--- src/hdl/ifra_pkg.sv ---
package ifra_pkg;

	// Bus geometry
	localparam int ADDR_W = 12;
	localparam int DATA_W = 32;
	localparam int LANES = 4;

	// Register byte offsets
	localparam logic [11:0] DATA_OFS = 12'h1ac;
	localparam logic [11:0] CMD_OFS = 12'h1b0;

	// Command word field positions
	localparam int PEND_BIT = 31;
	localparam int DIR_BIT = 30;
	localparam int UP_BIT = 29;
	localparam int DOWN_BIT = 28;
	localparam int RSVD_HI = 27;
	localparam int RSVD_LO = 20;
	localparam int LANE_HI = 19;
	localparam int LANE_LO = 16;
	localparam int IDX_HI = 15;
	localparam int IDX_LO = 0;

	// Reset values
	localparam logic [31:0] DATA_RST = 32'h0000_0000;
	localparam logic [15:0] IDX_RST = 16'h0000;
	localparam logic [3:0] LANE_RST = 4'h0;
	localparam logic [7:0] RSVD_VAL = 8'h00;

	// Direction encoding
	localparam logic DIR_WRITE = 1'b0;
	localparam logic DIR_READ = 1'b1;

	// Index step
	localparam logic [15:0] IDX_STEP = 16'h0001;

	// Fabric sequencer states
	typedef enum logic {
		ST_IDLE,
		ST_WAIT
	} ifra_seq_state_t;

endpackage

--- src/hdl/ifra_fab_seq.sv ---
`timescale 1ns/1ns
module ifra_fab_seq (
	// Clock, reset, enable
	input wire logic clk_i,
	input wire logic rst_i,
	input wire logic ce_i,
	// Launch from the command engine
	input wire logic start_i,
	input wire logic dir_i,
	input wire logic [15:0] index_i,
	input wire logic [3:0] lanes_i,
	input wire logic [31:0] wdata_i,
	// Completion back to the engine
	output logic done_o,
	output logic [31:0] rdata_o,
	// Fabric register port
	output logic fab_req_o,
	output logic fab_we_o,
	output logic [15:0] fab_index_o,
	output logic [3:0] fab_lanes_o,
	output logic [31:0] fab_wdata_o,
	input wire logic fab_ack_i,
	input wire logic [31:0] fab_rdata_i
);

	ifra_pkg::ifra_seq_state_t state_reg; // Sequencer state

	// One access in flight; request held until the fabric acks
	always_ff @(posedge clk_i) begin
		if (rst_i) begin
			state_reg <= ifra_pkg::ST_IDLE;
			fab_req_o <= 1'b0;
			fab_we_o <= 1'b0;
			fab_index_o <= ifra_pkg::IDX_RST;
			fab_lanes_o <= ifra_pkg::LANE_RST;
			fab_wdata_o <= ifra_pkg::DATA_RST;
			done_o <= 1'b0;
			rdata_o <= ifra_pkg::DATA_RST;
		end else if (ce_i) begin
			done_o <= 1'b0;
			unique case (state_reg)
				ifra_pkg::ST_IDLE: begin
					// Starts seen while busy are impossible: the engine gates them
					if (start_i) begin
						fab_req_o <= 1'b1;
						fab_we_o <= (dir_i == ifra_pkg::DIR_WRITE);
						fab_index_o <= index_i;
						fab_lanes_o <= lanes_i;
						fab_wdata_o <= wdata_i;
						state_reg <= ifra_pkg::ST_WAIT;
					end
				end
				ifra_pkg::ST_WAIT: begin
					// Fabric answers with a one-cycle ack
					if (fab_ack_i) begin
						fab_req_o <= 1'b0;
						done_o <= 1'b1;
						rdata_o <= fab_rdata_i;
						state_reg <= ifra_pkg::ST_IDLE;
					end
				end
			endcase
		end
	end

	// Direction bit maps onto the write strobe
	a_dir_to_we: assert property (@(posedge clk_i) disable iff (rst_i)
		ce_i && start_i && state_reg == ifra_pkg::ST_IDLE |=> fab_we_o == !$past(dir_i))
		else $error("fabric write strobe does not follow direction");

	// Lane enables reach the fabric unchanged
	a_lane_pass: assert property (@(posedge clk_i) disable iff (rst_i)
		ce_i && start_i && state_reg == ifra_pkg::ST_IDLE |=> fab_lanes_o == $past(lanes_i)
		&& fab_req_o)
		else $error("lane enables not passed to fabric");

endmodule

--- src/hdl/ifra_cmd_engine.sv ---
`timescale 1ns/1ns
// Functional notes
// Writing pending one starts one fabric access
// Pending holds during access, hardware clears after
// Read data loaded before pending clears
// Software leaves registers alone while pending
// Direction zero writes, direction one reads
// Step-up data write launches, then index plus one
// Step-up data read: index plus one, launch
// Step-down data write launches, then index minus one
// Step-down data read: index minus one, launch
// Software clears step bit before final read
// Step-up wins when both step bits set
// Fabric write touches only enabled byte lanes
// Lane bit n governs data byte n
// Software sets all lanes for bursts
// Sixteen-bit index in low command bits
// Data read shows fabric or software value
// Data register 32-bit, resets to zero
// Reserved command bits read zero, ignore writes
// Only one fabric access at a time
module ifra_cmd_engine (
	// Clock, reset, enable
	input wire logic clk_i,
	input wire logic rst_i,
	input wire logic ce_i,
	// Wishbone classic slave
	input wire logic wb_cyc_i,
	input wire logic wb_stb_i,
	input wire logic wb_we_i,
	input wire logic [11:0] wb_adr_i,
	input wire logic [3:0] wb_sel_i,
	input wire logic [31:0] wb_dat_i,
	output logic [31:0] wb_dat_o,
	output logic wb_ack_o,
	// Fabric register port
	output logic fab_req_o,
	output logic fab_we_o,
	output logic [15:0] fab_index_o,
	output logic [3:0] fab_lanes_o,
	output logic [31:0] fab_wdata_o,
	input wire logic fab_ack_i,
	input wire logic [31:0] fab_rdata_i
);

	// Command fields
	logic pend_reg; // Access in flight
	logic dir_reg; // One reads, zero writes
	logic up_reg; // Step index up
	logic down_reg; // Step index down
	logic [3:0] lanes_reg; // Write lane enables
	logic [15:0] index_reg; // Fabric register index

	// Data storage
	logic [31:0] wdata_reg; // Last software-written word
	logic [31:0] rdata_reg; // Last fetched fabric word

	// Launch bookkeeping
	logic start_reg; // One-cycle launch to the sequencer
	logic op_dir_reg; // Direction of the access in flight
	logic op_up_reg; // Step up after a write completes
	logic op_down_reg; // Step down after a write completes

	// Sequencer answers
	logic seq_done;
	logic [31:0] seq_rdata;

	// Bus decode
	logic take; // New bus request this cycle
	logic hit_cmd;
	logic hit_data;
	logic cmd_wr;
	logic data_wr;
	logic data_rd;
	logic [31:0] lane_mask;
	logic [31:0] cmd_view;
	logic [31:0] cmd_merged;
	logic [31:0] data_merged;
	logic step_up; // Effective step-up after precedence
	logic step_down; // Effective step-down after precedence
	logic launch_cmd; // Command write asks for an access
	logic launch_data; // Data access asks for an access

	// Request is taken once; ack falls the cycle after it rose
	assign take = wb_cyc_i && wb_stb_i && !wb_ack_o;
	assign hit_cmd = wb_adr_i[11:2] == ifra_pkg::CMD_OFS[11:2];
	assign hit_data = wb_adr_i[11:2] == ifra_pkg::DATA_OFS[11:2];
	assign cmd_wr = take && wb_we_i && hit_cmd;
	assign data_wr = take && wb_we_i && hit_data;
	assign data_rd = take && !wb_we_i && hit_data;

	// Byte-select mask, one byte per lane
	for (genvar b = 0; b < ifra_pkg::LANES; b++) begin : g_lane
		assign lane_mask[8*b +: 8] = {8{wb_sel_i[b]}};
	end

	// Command word as software sees it; reserved bits forced low
	assign cmd_view = {pend_reg, dir_reg, up_reg, down_reg, ifra_pkg::RSVD_VAL,
		lanes_reg, index_reg};
	assign cmd_merged = (cmd_view & ~lane_mask) | (wb_dat_i & lane_mask);
	assign data_merged = (wdata_reg & ~lane_mask) | (wb_dat_i & lane_mask);

	// Step-up takes precedence over step-down
	assign step_up = up_reg;
	assign step_down = down_reg && !up_reg;

	// Launch requests, only while idle
	assign launch_cmd = cmd_wr && !pend_reg && wb_sel_i[3] && wb_dat_i[ifra_pkg::PEND_BIT];
	assign launch_data = (data_wr || data_rd) && !pend_reg && (step_up || step_down);

	// Bus answer: registered ack, one wait state
	always_ff @(posedge clk_i) begin
		if (rst_i) begin
			wb_ack_o <= 1'b0;
		end else if (ce_i) begin
			wb_ack_o <= take;
		end
	end

	// Read mux; unmapped addresses answer zero
	always_ff @(posedge clk_i) begin
		if (rst_i) begin
			wb_dat_o <= ifra_pkg::DATA_RST;
		end else if (ce_i) begin
			if (take && !wb_we_i) begin
				if (hit_cmd) begin
					wb_dat_o <= cmd_view;
				end else if (hit_data) begin
					// Fabric copy only when reading
					wb_dat_o <= (dir_reg == ifra_pkg::DIR_READ) ? rdata_reg : wdata_reg;
				end else begin
					wb_dat_o <= ifra_pkg::DATA_RST;
				end
			end
		end
	end

	// Mode fields; frozen while busy so the step mode cannot change mid-burst access
	always_ff @(posedge clk_i) begin
		if (rst_i) begin
			dir_reg <= ifra_pkg::DIR_WRITE;
			up_reg <= 1'b0;
			down_reg <= 1'b0;
			lanes_reg <= ifra_pkg::LANE_RST;
		end else if (ce_i) begin
			if (cmd_wr && !pend_reg) begin
				dir_reg <= cmd_merged[ifra_pkg::DIR_BIT];
				up_reg <= cmd_merged[ifra_pkg::UP_BIT];
				down_reg <= cmd_merged[ifra_pkg::DOWN_BIT];
				lanes_reg <= cmd_merged[ifra_pkg::LANE_HI:ifra_pkg::LANE_LO];
			end
		end
	end

	// Index: software write, read-side pre-step, write-side post-step
	always_ff @(posedge clk_i) begin
		if (rst_i) begin
			index_reg <= ifra_pkg::IDX_RST;
		end else if (ce_i) begin
			if (cmd_wr && !pend_reg) begin
				index_reg <= cmd_merged[ifra_pkg::IDX_HI:ifra_pkg::IDX_LO];
			end else if (data_rd && !pend_reg && step_up) begin
				index_reg <= index_reg + ifra_pkg::IDX_STEP;
			end else if (data_rd && !pend_reg && step_down) begin
				index_reg <= index_reg - ifra_pkg::IDX_STEP;
			end else if (seq_done && pend_reg && op_dir_reg == ifra_pkg::DIR_WRITE) begin
				// Step only once the fabric write has finished
				if (op_up_reg) begin
					index_reg <= index_reg + ifra_pkg::IDX_STEP;
				end else if (op_down_reg) begin
					index_reg <= index_reg - ifra_pkg::IDX_STEP;
				end
			end
		end
	end

	// Software data word, byte-select merged
	always_ff @(posedge clk_i) begin
		if (rst_i) begin
			wdata_reg <= ifra_pkg::DATA_RST;
		end else if (ce_i) begin
			if (data_wr && !pend_reg) begin
				wdata_reg <= data_merged;
			end
		end
	end

	// Fetched word lands at the same edge that pending clears
	always_ff @(posedge clk_i) begin
		if (rst_i) begin
			rdata_reg <= ifra_pkg::DATA_RST;
		end else if (ce_i) begin
			if (seq_done && pend_reg && op_dir_reg == ifra_pkg::DIR_READ) begin
				rdata_reg <= seq_rdata;
			end
		end
	end

	// Pending flag; set and clear never coincide because set needs idle
	always_ff @(posedge clk_i) begin
		if (rst_i) begin
			pend_reg <= 1'b0;
		end else if (ce_i) begin
			if (launch_cmd || launch_data) begin
				pend_reg <= 1'b1;
			end else if (seq_done) begin
				pend_reg <= 1'b0;
			end
		end
	end

	// Launch pulse and snapshot of the access kind
	always_ff @(posedge clk_i) begin
		if (rst_i) begin
			start_reg <= 1'b0;
			op_dir_reg <= ifra_pkg::DIR_WRITE;
			op_up_reg <= 1'b0;
			op_down_reg <= 1'b0;
		end else if (ce_i) begin
			start_reg <= 1'b0;
			if (launch_cmd) begin
				start_reg <= 1'b1;
				op_dir_reg <= cmd_merged[ifra_pkg::DIR_BIT];
				op_up_reg <= cmd_merged[ifra_pkg::UP_BIT];
				op_down_reg <= cmd_merged[ifra_pkg::DOWN_BIT] && !cmd_merged[ifra_pkg::UP_BIT];
			end else if (launch_data) begin
				start_reg <= 1'b1;
				op_dir_reg <= dir_reg;
				op_up_reg <= step_up;
				op_down_reg <= step_down;
			end
		end
	end

	// Fabric sequencer; reads index and data one cycle after the launch
	ifra_fab_seq u_seq (
		.clk_i(clk_i),
		.rst_i(rst_i),
		.ce_i(ce_i),
		.start_i(start_reg),
		.dir_i(op_dir_reg),
		.index_i(index_reg),
		.lanes_i(lanes_reg),
		.wdata_i(wdata_reg),
		.done_o(seq_done),
		.rdata_o(seq_rdata),
		.fab_req_o(fab_req_o),
		.fab_we_o(fab_we_o),
		.fab_index_o(fab_index_o),
		.fab_lanes_o(fab_lanes_o),
		.fab_wdata_o(fab_wdata_o),
		.fab_ack_i(fab_ack_i),
		.fab_rdata_i(fab_rdata_i)
	);

	// Writing the pending bit while idle launches
	a_pend_launch: assert property (@(posedge clk_i) disable iff (rst_i)
		ce_i && launch_cmd |=> pend_reg && start_reg)
		else $error("pending write did not launch an access");

	// Pending stays until the sequencer reports done
	a_pend_holds: assert property (@(posedge clk_i) disable iff (rst_i)
		pend_reg && !seq_done |=> pend_reg)
		else $error("pending dropped before access completed");

	// Done clears pending
	a_pend_clears: assert property (@(posedge clk_i) disable iff (rst_i)
		ce_i && seq_done && pend_reg |=> !pend_reg)
		else $error("pending not cleared after completion");

	// Fetched value is in place when pending falls
	a_read_loaded: assert property (@(posedge clk_i) disable iff (rst_i)
		ce_i && seq_done && pend_reg && op_dir_reg |=> rdata_reg == $past(seq_rdata))
		else $error("fabric read value not loaded");

	// Step-up read bumps index and relaunches
	a_step_up_rd: assert property (@(posedge clk_i) disable iff (rst_i)
		ce_i && data_rd && !pend_reg && up_reg |=> index_reg == $past(index_reg) + 16'h0001
		&& pend_reg)
		else $error("step-up read did not advance index");

	// Step-down read only when step-up is clear
	a_step_dn_rd: assert property (@(posedge clk_i) disable iff (rst_i)
		ce_i && data_rd && !pend_reg && down_reg && !up_reg
		|=> index_reg == $past(index_reg) - 16'h0001 && pend_reg)
		else $error("step-down read did not retreat index");

	// Write completion with step-up advances the index
	a_step_up_wr: assert property (@(posedge clk_i) disable iff (rst_i)
		ce_i && seq_done && pend_reg && !op_dir_reg && op_up_reg
		|=> index_reg == $past(index_reg) + 16'h0001)
		else $error("step-up write did not advance index");

	// Launches only from idle
	a_single_access: assert property (@(posedge clk_i) disable iff (rst_i)
		$rose(start_reg) |-> !$past(pend_reg))
		else $error("access launched while another was pending");

	// Reserved bits read zero
	a_rsvd_zero: assert property (@(posedge clk_i) disable iff (rst_i)
		ce_i && take && !wb_we_i && hit_cmd |=> wb_dat_o[27:20] == 8'h00 && wb_ack_o)
		else $error("reserved command bits not zero");

	// Data read view follows direction
	a_data_view: assert property (@(posedge clk_i) disable iff (rst_i)
		ce_i && data_rd |=> wb_dat_o == ($past(dir_reg) ? $past(rdata_reg) : $past(wdata_reg)))
		else $error("data read returned the wrong copy");

endmodule

--- config.mk ---
export PLATFORM = sky130hd
export DESIGN_NAME = ifra_cmd_engine
export DESIGN_NICKNAME = d
export VERILOG_FILES = /design/src/hdl/ifra_pkg.sv /design/src/hdl/ifra_fab_seq.sv /design/src/hdl/ifra_cmd_engine.sv
export SDC_FILE = /design/constraint.sdc
export NUM_CORES = 1
export LEC_CHECK = 0
export ABC_AREA = 1
export BUFFER_PORTS_ARGS = -buffer_cell sky130_fd_sc_hd__buf_4
export CAP_MARGIN = 20
export CORE_ASPECT_RATIO = 0.6
export CORE_MARGIN = 5
export CORE_UTILIZATION = 41
export CTS_CLUSTER_DIAMETER = 40
export CTS_CLUSTER_SIZE = 10
export DETAILED_ROUTE_END_ITERATION = 12
export SYNTH_ARGS = -nofsm -noshare
export SYNTH_HDL_FRONTEND = slang
export SYNTH_SLANG_ARGS = --single-unit
--- constraint.sdc ---
create_clock -name clk_i -period 2.8 [get_ports clk_i]
set_input_delay 0.28 -clock clk_i [delete_from_list [all_inputs] [get_ports clk_i]]
set_output_delay 0.28 -clock clk_i [all_outputs]
set_load 0.05 [all_outputs]
==> reports/results.ini <==
[hold_path]
min_delay_worst_endpoint = u_seq.rdata_o[7]$_SDFFE_PP0P_
hold_path.startpoint = fab_rdata_i[7]
min_path_type = in -> reg
whs_path_depth = 3

[pwr]
cell_internal_power_w = 0.00516
share_seq_of_total_power_pct = 46.5
power.density_nw_per_um2 = 571
clkPwrFrac_pct = 48.9
vdd.ir_drop.worst_uv = 488
cellLeakagePower_nw = 4.99
swShare_pct = 21.5
p_comb_share_pct = 4.6
total_switching_power_w = 0.00141

[critical_path]
critical_path.endpoint_type = flop
reg2reg_slack_ns = 0.76
critical_path.cell_chain = ha_1 -> nand3_1 -> nor3_2 -> nand2_1 -> xor2_1 -> nand2_1 -> nand3_1 -> nand2_1 -> nand2_1 -> inv_1
path_common_cell = nand2_1
worst-endpoint-arrival_ns = 2.45
timing.critical_path.from_type = flop
timing_worst_setup_path_type = reg -> reg
r2r.worst_path.cells = 10
critical-path-slowest-cell = dfxtp_1
crit_fanout = 4
required_time_of_the_worst_setup_path_ns = 3.21
timing.critical_path.slowest_cell_delay_ns = 0.43

[job]
maxCapViolations = 0

[synth]
ys_ff_latch = 213
post-synth-top-area-cell = dfxtp_1
netlist_top_cells_area = dfxtp_1 (46%), o21ai_0 (9.8%), a21oi_1 (9.5%), nand2_1 (7.4%), inv_1 (5.4%)
post_synth_most_frequent_cells = dfxtp_1 (213), nand2_1 (182), o21ai_0 (181)
syn_area_um2 = 9200
synth_ff_type = dfxtp_1
syn_area_per_cell_um2 = 7.33
synthesis.instances = 1256
mappedNetlistNets = 1345
async_flop_share_pct = 0
yosys_warnings = 0
synth.distinct_cells = 31
synth.yosys.seq_area_share_pct = 46.3
synth_top_area_share_pct = 46.3
synth_edf_count = 0
synthMostInstantiatedCell = dfxtp_1

[timing]
max_clock_freq_mhz = 490
final.period_utilization_pct = 72.9
final_hold_viol_count = 0
report.final.setup_viol = 0
max-slew-margin-rel_pct = 38.4
final.setup_skew_ns = 0.0136
setup_total_neg_slack_ns = 0
unrepaired_setup_endpoints_after_global_routing = false
worst_slew_pin_slew_ns = 0.923
clock_period_minus_worst_slack_ns = 2.04
slew_viol_final = 0
final.setup.worst_slack_ns = 0.759

[finish]
final_net_count = 1487
diodes = 0
total_area_of_multi_input_combinational_cells_um2 = 4090
layout_overhead_on_the_synthesized_area_pct = 25.1
final_layout_size_suffix_gt1_share_pct = 17.7
seq_area_um2 = 4260
filler_cell_count = 2164

[clocking]
post-cts-setup-buffer-count = 0
cts_root_buf = clkbuf_16
cts_buffers = 27
ctsHoldBuffers = 0
cts_num_sinks = 213
path_clk_slew_ns = 0.05
tritoncts = done
htreeDepth = 1
clock_latency_ns = 0.51
clk_path_buf_depth = 3
post_cts.resized_instances = 0

[grt]
globalRouteOverflowTotal = 0
grt_antenna_before_repair = 0
grt_max_degree = 68
grt_first_pass_wirelength_um = 46500
grt_pass1_vias = 8129
grt_usage_pct = 22.3

[drt]
wl_per_cell_um = 17.5
drc = 0
drt_iter0_drc = 781
route.antenna.remaining_nets = 0
drt_pre_antenna_iters = 5
vias = 8918
route.final.wire_length_um = 29700
via_cell_ratio = 5.27

[floorplan]
row_count = 42
coreArea_um2 = 22100
top_level_ports = 174
fp.dieH_um = 126
die_w_um = 203
dieArea_um2 = 25600
initial_core_util_pct = 41.7

[place]
place_hpwl_um = 21200
pre_cts_ws_ns = 0.484
port-buffer-count = 171
gpl.final_weighted_congestion = 0.975

[status]
outcome = finished, final reports clean

## logic make-up after synthesis
logic type               share of synthesized area, %
flip-flops                                       46.3
buffers and inverters                            9.52
XOR/XNOR                                         1.52
adder cells (fa/ha/maj)                         0.272
AND/OR/NAND/NOR                                  18.1
AO/OA/AOI/OAI                                    24.3
## power by group through the flow
stage	clock network, W	logic, W	registers [W]
final	0.00321	0.000302	0.00305
after detailed placement	0	0.000302	0.00312
after CTS	0.00327	0.000303	0.00305
after global placement	0	0.000301	0.00312
after floorplan	0	0.0000910	0.00316
after global routing	0.00341	0.000327	0.00305
## how the worst max path moves through the flow
stage / startpoint / to / cells after the start
final: flop / flop / 10
after global routing: pend_reg$_SDFFE_PP0P_ / flop / 7
after CTS: pend_reg$_SDFFE_PP0P_ / flop / 11
after detailed placement: wb_adr_i[11] / flop / 7
after global placement: wb_adr_i[11] / flop / 7
after floorplan: wb_ack_o$_SDFFE_PP0P_ / flop / 11
## critical path: cells and delay by family (launching register included)
family        cells  cell delay, ns
simple gates      7            1.12
fa+ha+maj         1            0.22
flops             1            0.43
buf+inv           1            0.04
xor+xnor          1            0.15
## metrics by stage
stage                     area, µm²  cells  total power [W]  utilization [%]  hold WS (ns)
after detailed placement      10700   1655          0.00342             48.5         0.441
after global placement        10700   1655          0.00342             48.5         0.436
final                         11500   1693          0.00657             52.2        0.0554
after global routing          11500   1693          0.00679             52.2        0.0536
after floorplan                9200   1256          0.00325                -         0.428
after CTS                     11500   1693          0.00662             52.2        0.0436
## layout make-up
| class | instances | area share [%] |
|---|---|---|
| clock inverter | 3 | 0.598 |
| sequential | 213 | 37.0 |
| inverter | 136 | 4.44 |
| multi-input combinational | 825 | 35.5 |
| clock buffer | 35 | 6.39 |
| tap | 286 | 3.11 |
| timing repair buffer | 195 | 12.9 |
## per-layer routing
layer,vias up,GRT usage [%],share of wire [%],wire [µm]
li1,4452,-,-,-
met1,4079,35.4,50,14700
met2,355,31.1,40,11700
met3,32,4.75,9.4,2790
met4,0,3.77,1.4,422
met5,-,0,0,0
## placed cells by master (no fill, tap or decap), types with 2 or more instances in the layout
| cell type | Yosys | final |
|---|---|---|
| clkbuf_8 | 0 | 3 |
| xor2_1 | 15 | 15 |
| nor2_2 | 4 | 3 |
| nand2_2 | 3 | 3 |
| nor3_1 | 7 | 7 |
| inv_2 | 3 | 3 |
| nand4_1 | 16 | 16 |
| nor2_4 | 0 | 2 |
| ha_1 | 2 | 2 |
| a211oi_1 | 35 | 35 |
| a21oi_1 | 175 | 175 |
| o21ai_0 | 181 | 181 |
| clkbuf_16 | 0 | 27 |
| o211ai_1 | 23 | 23 |
| inv_1 | 132 | 131 |
| buf_4 | 4 | 193 |
| buf_12 | 0 | 2 |
| nand3_1 | 46 | 45 |
| dfxtp_1 | 213 | 213 |
| nor2_1 | 123 | 122 |
| bufinv_16 | 0 | 2 |
| nor3_4 | 1 | 2 |
| nand2_1 | 182 | 182 |
| clkbuf_1 | 59 | 5 |
| nand3_2 | 3 | 4 |
No activity file was read; power rests on OpenSTA's default activity.
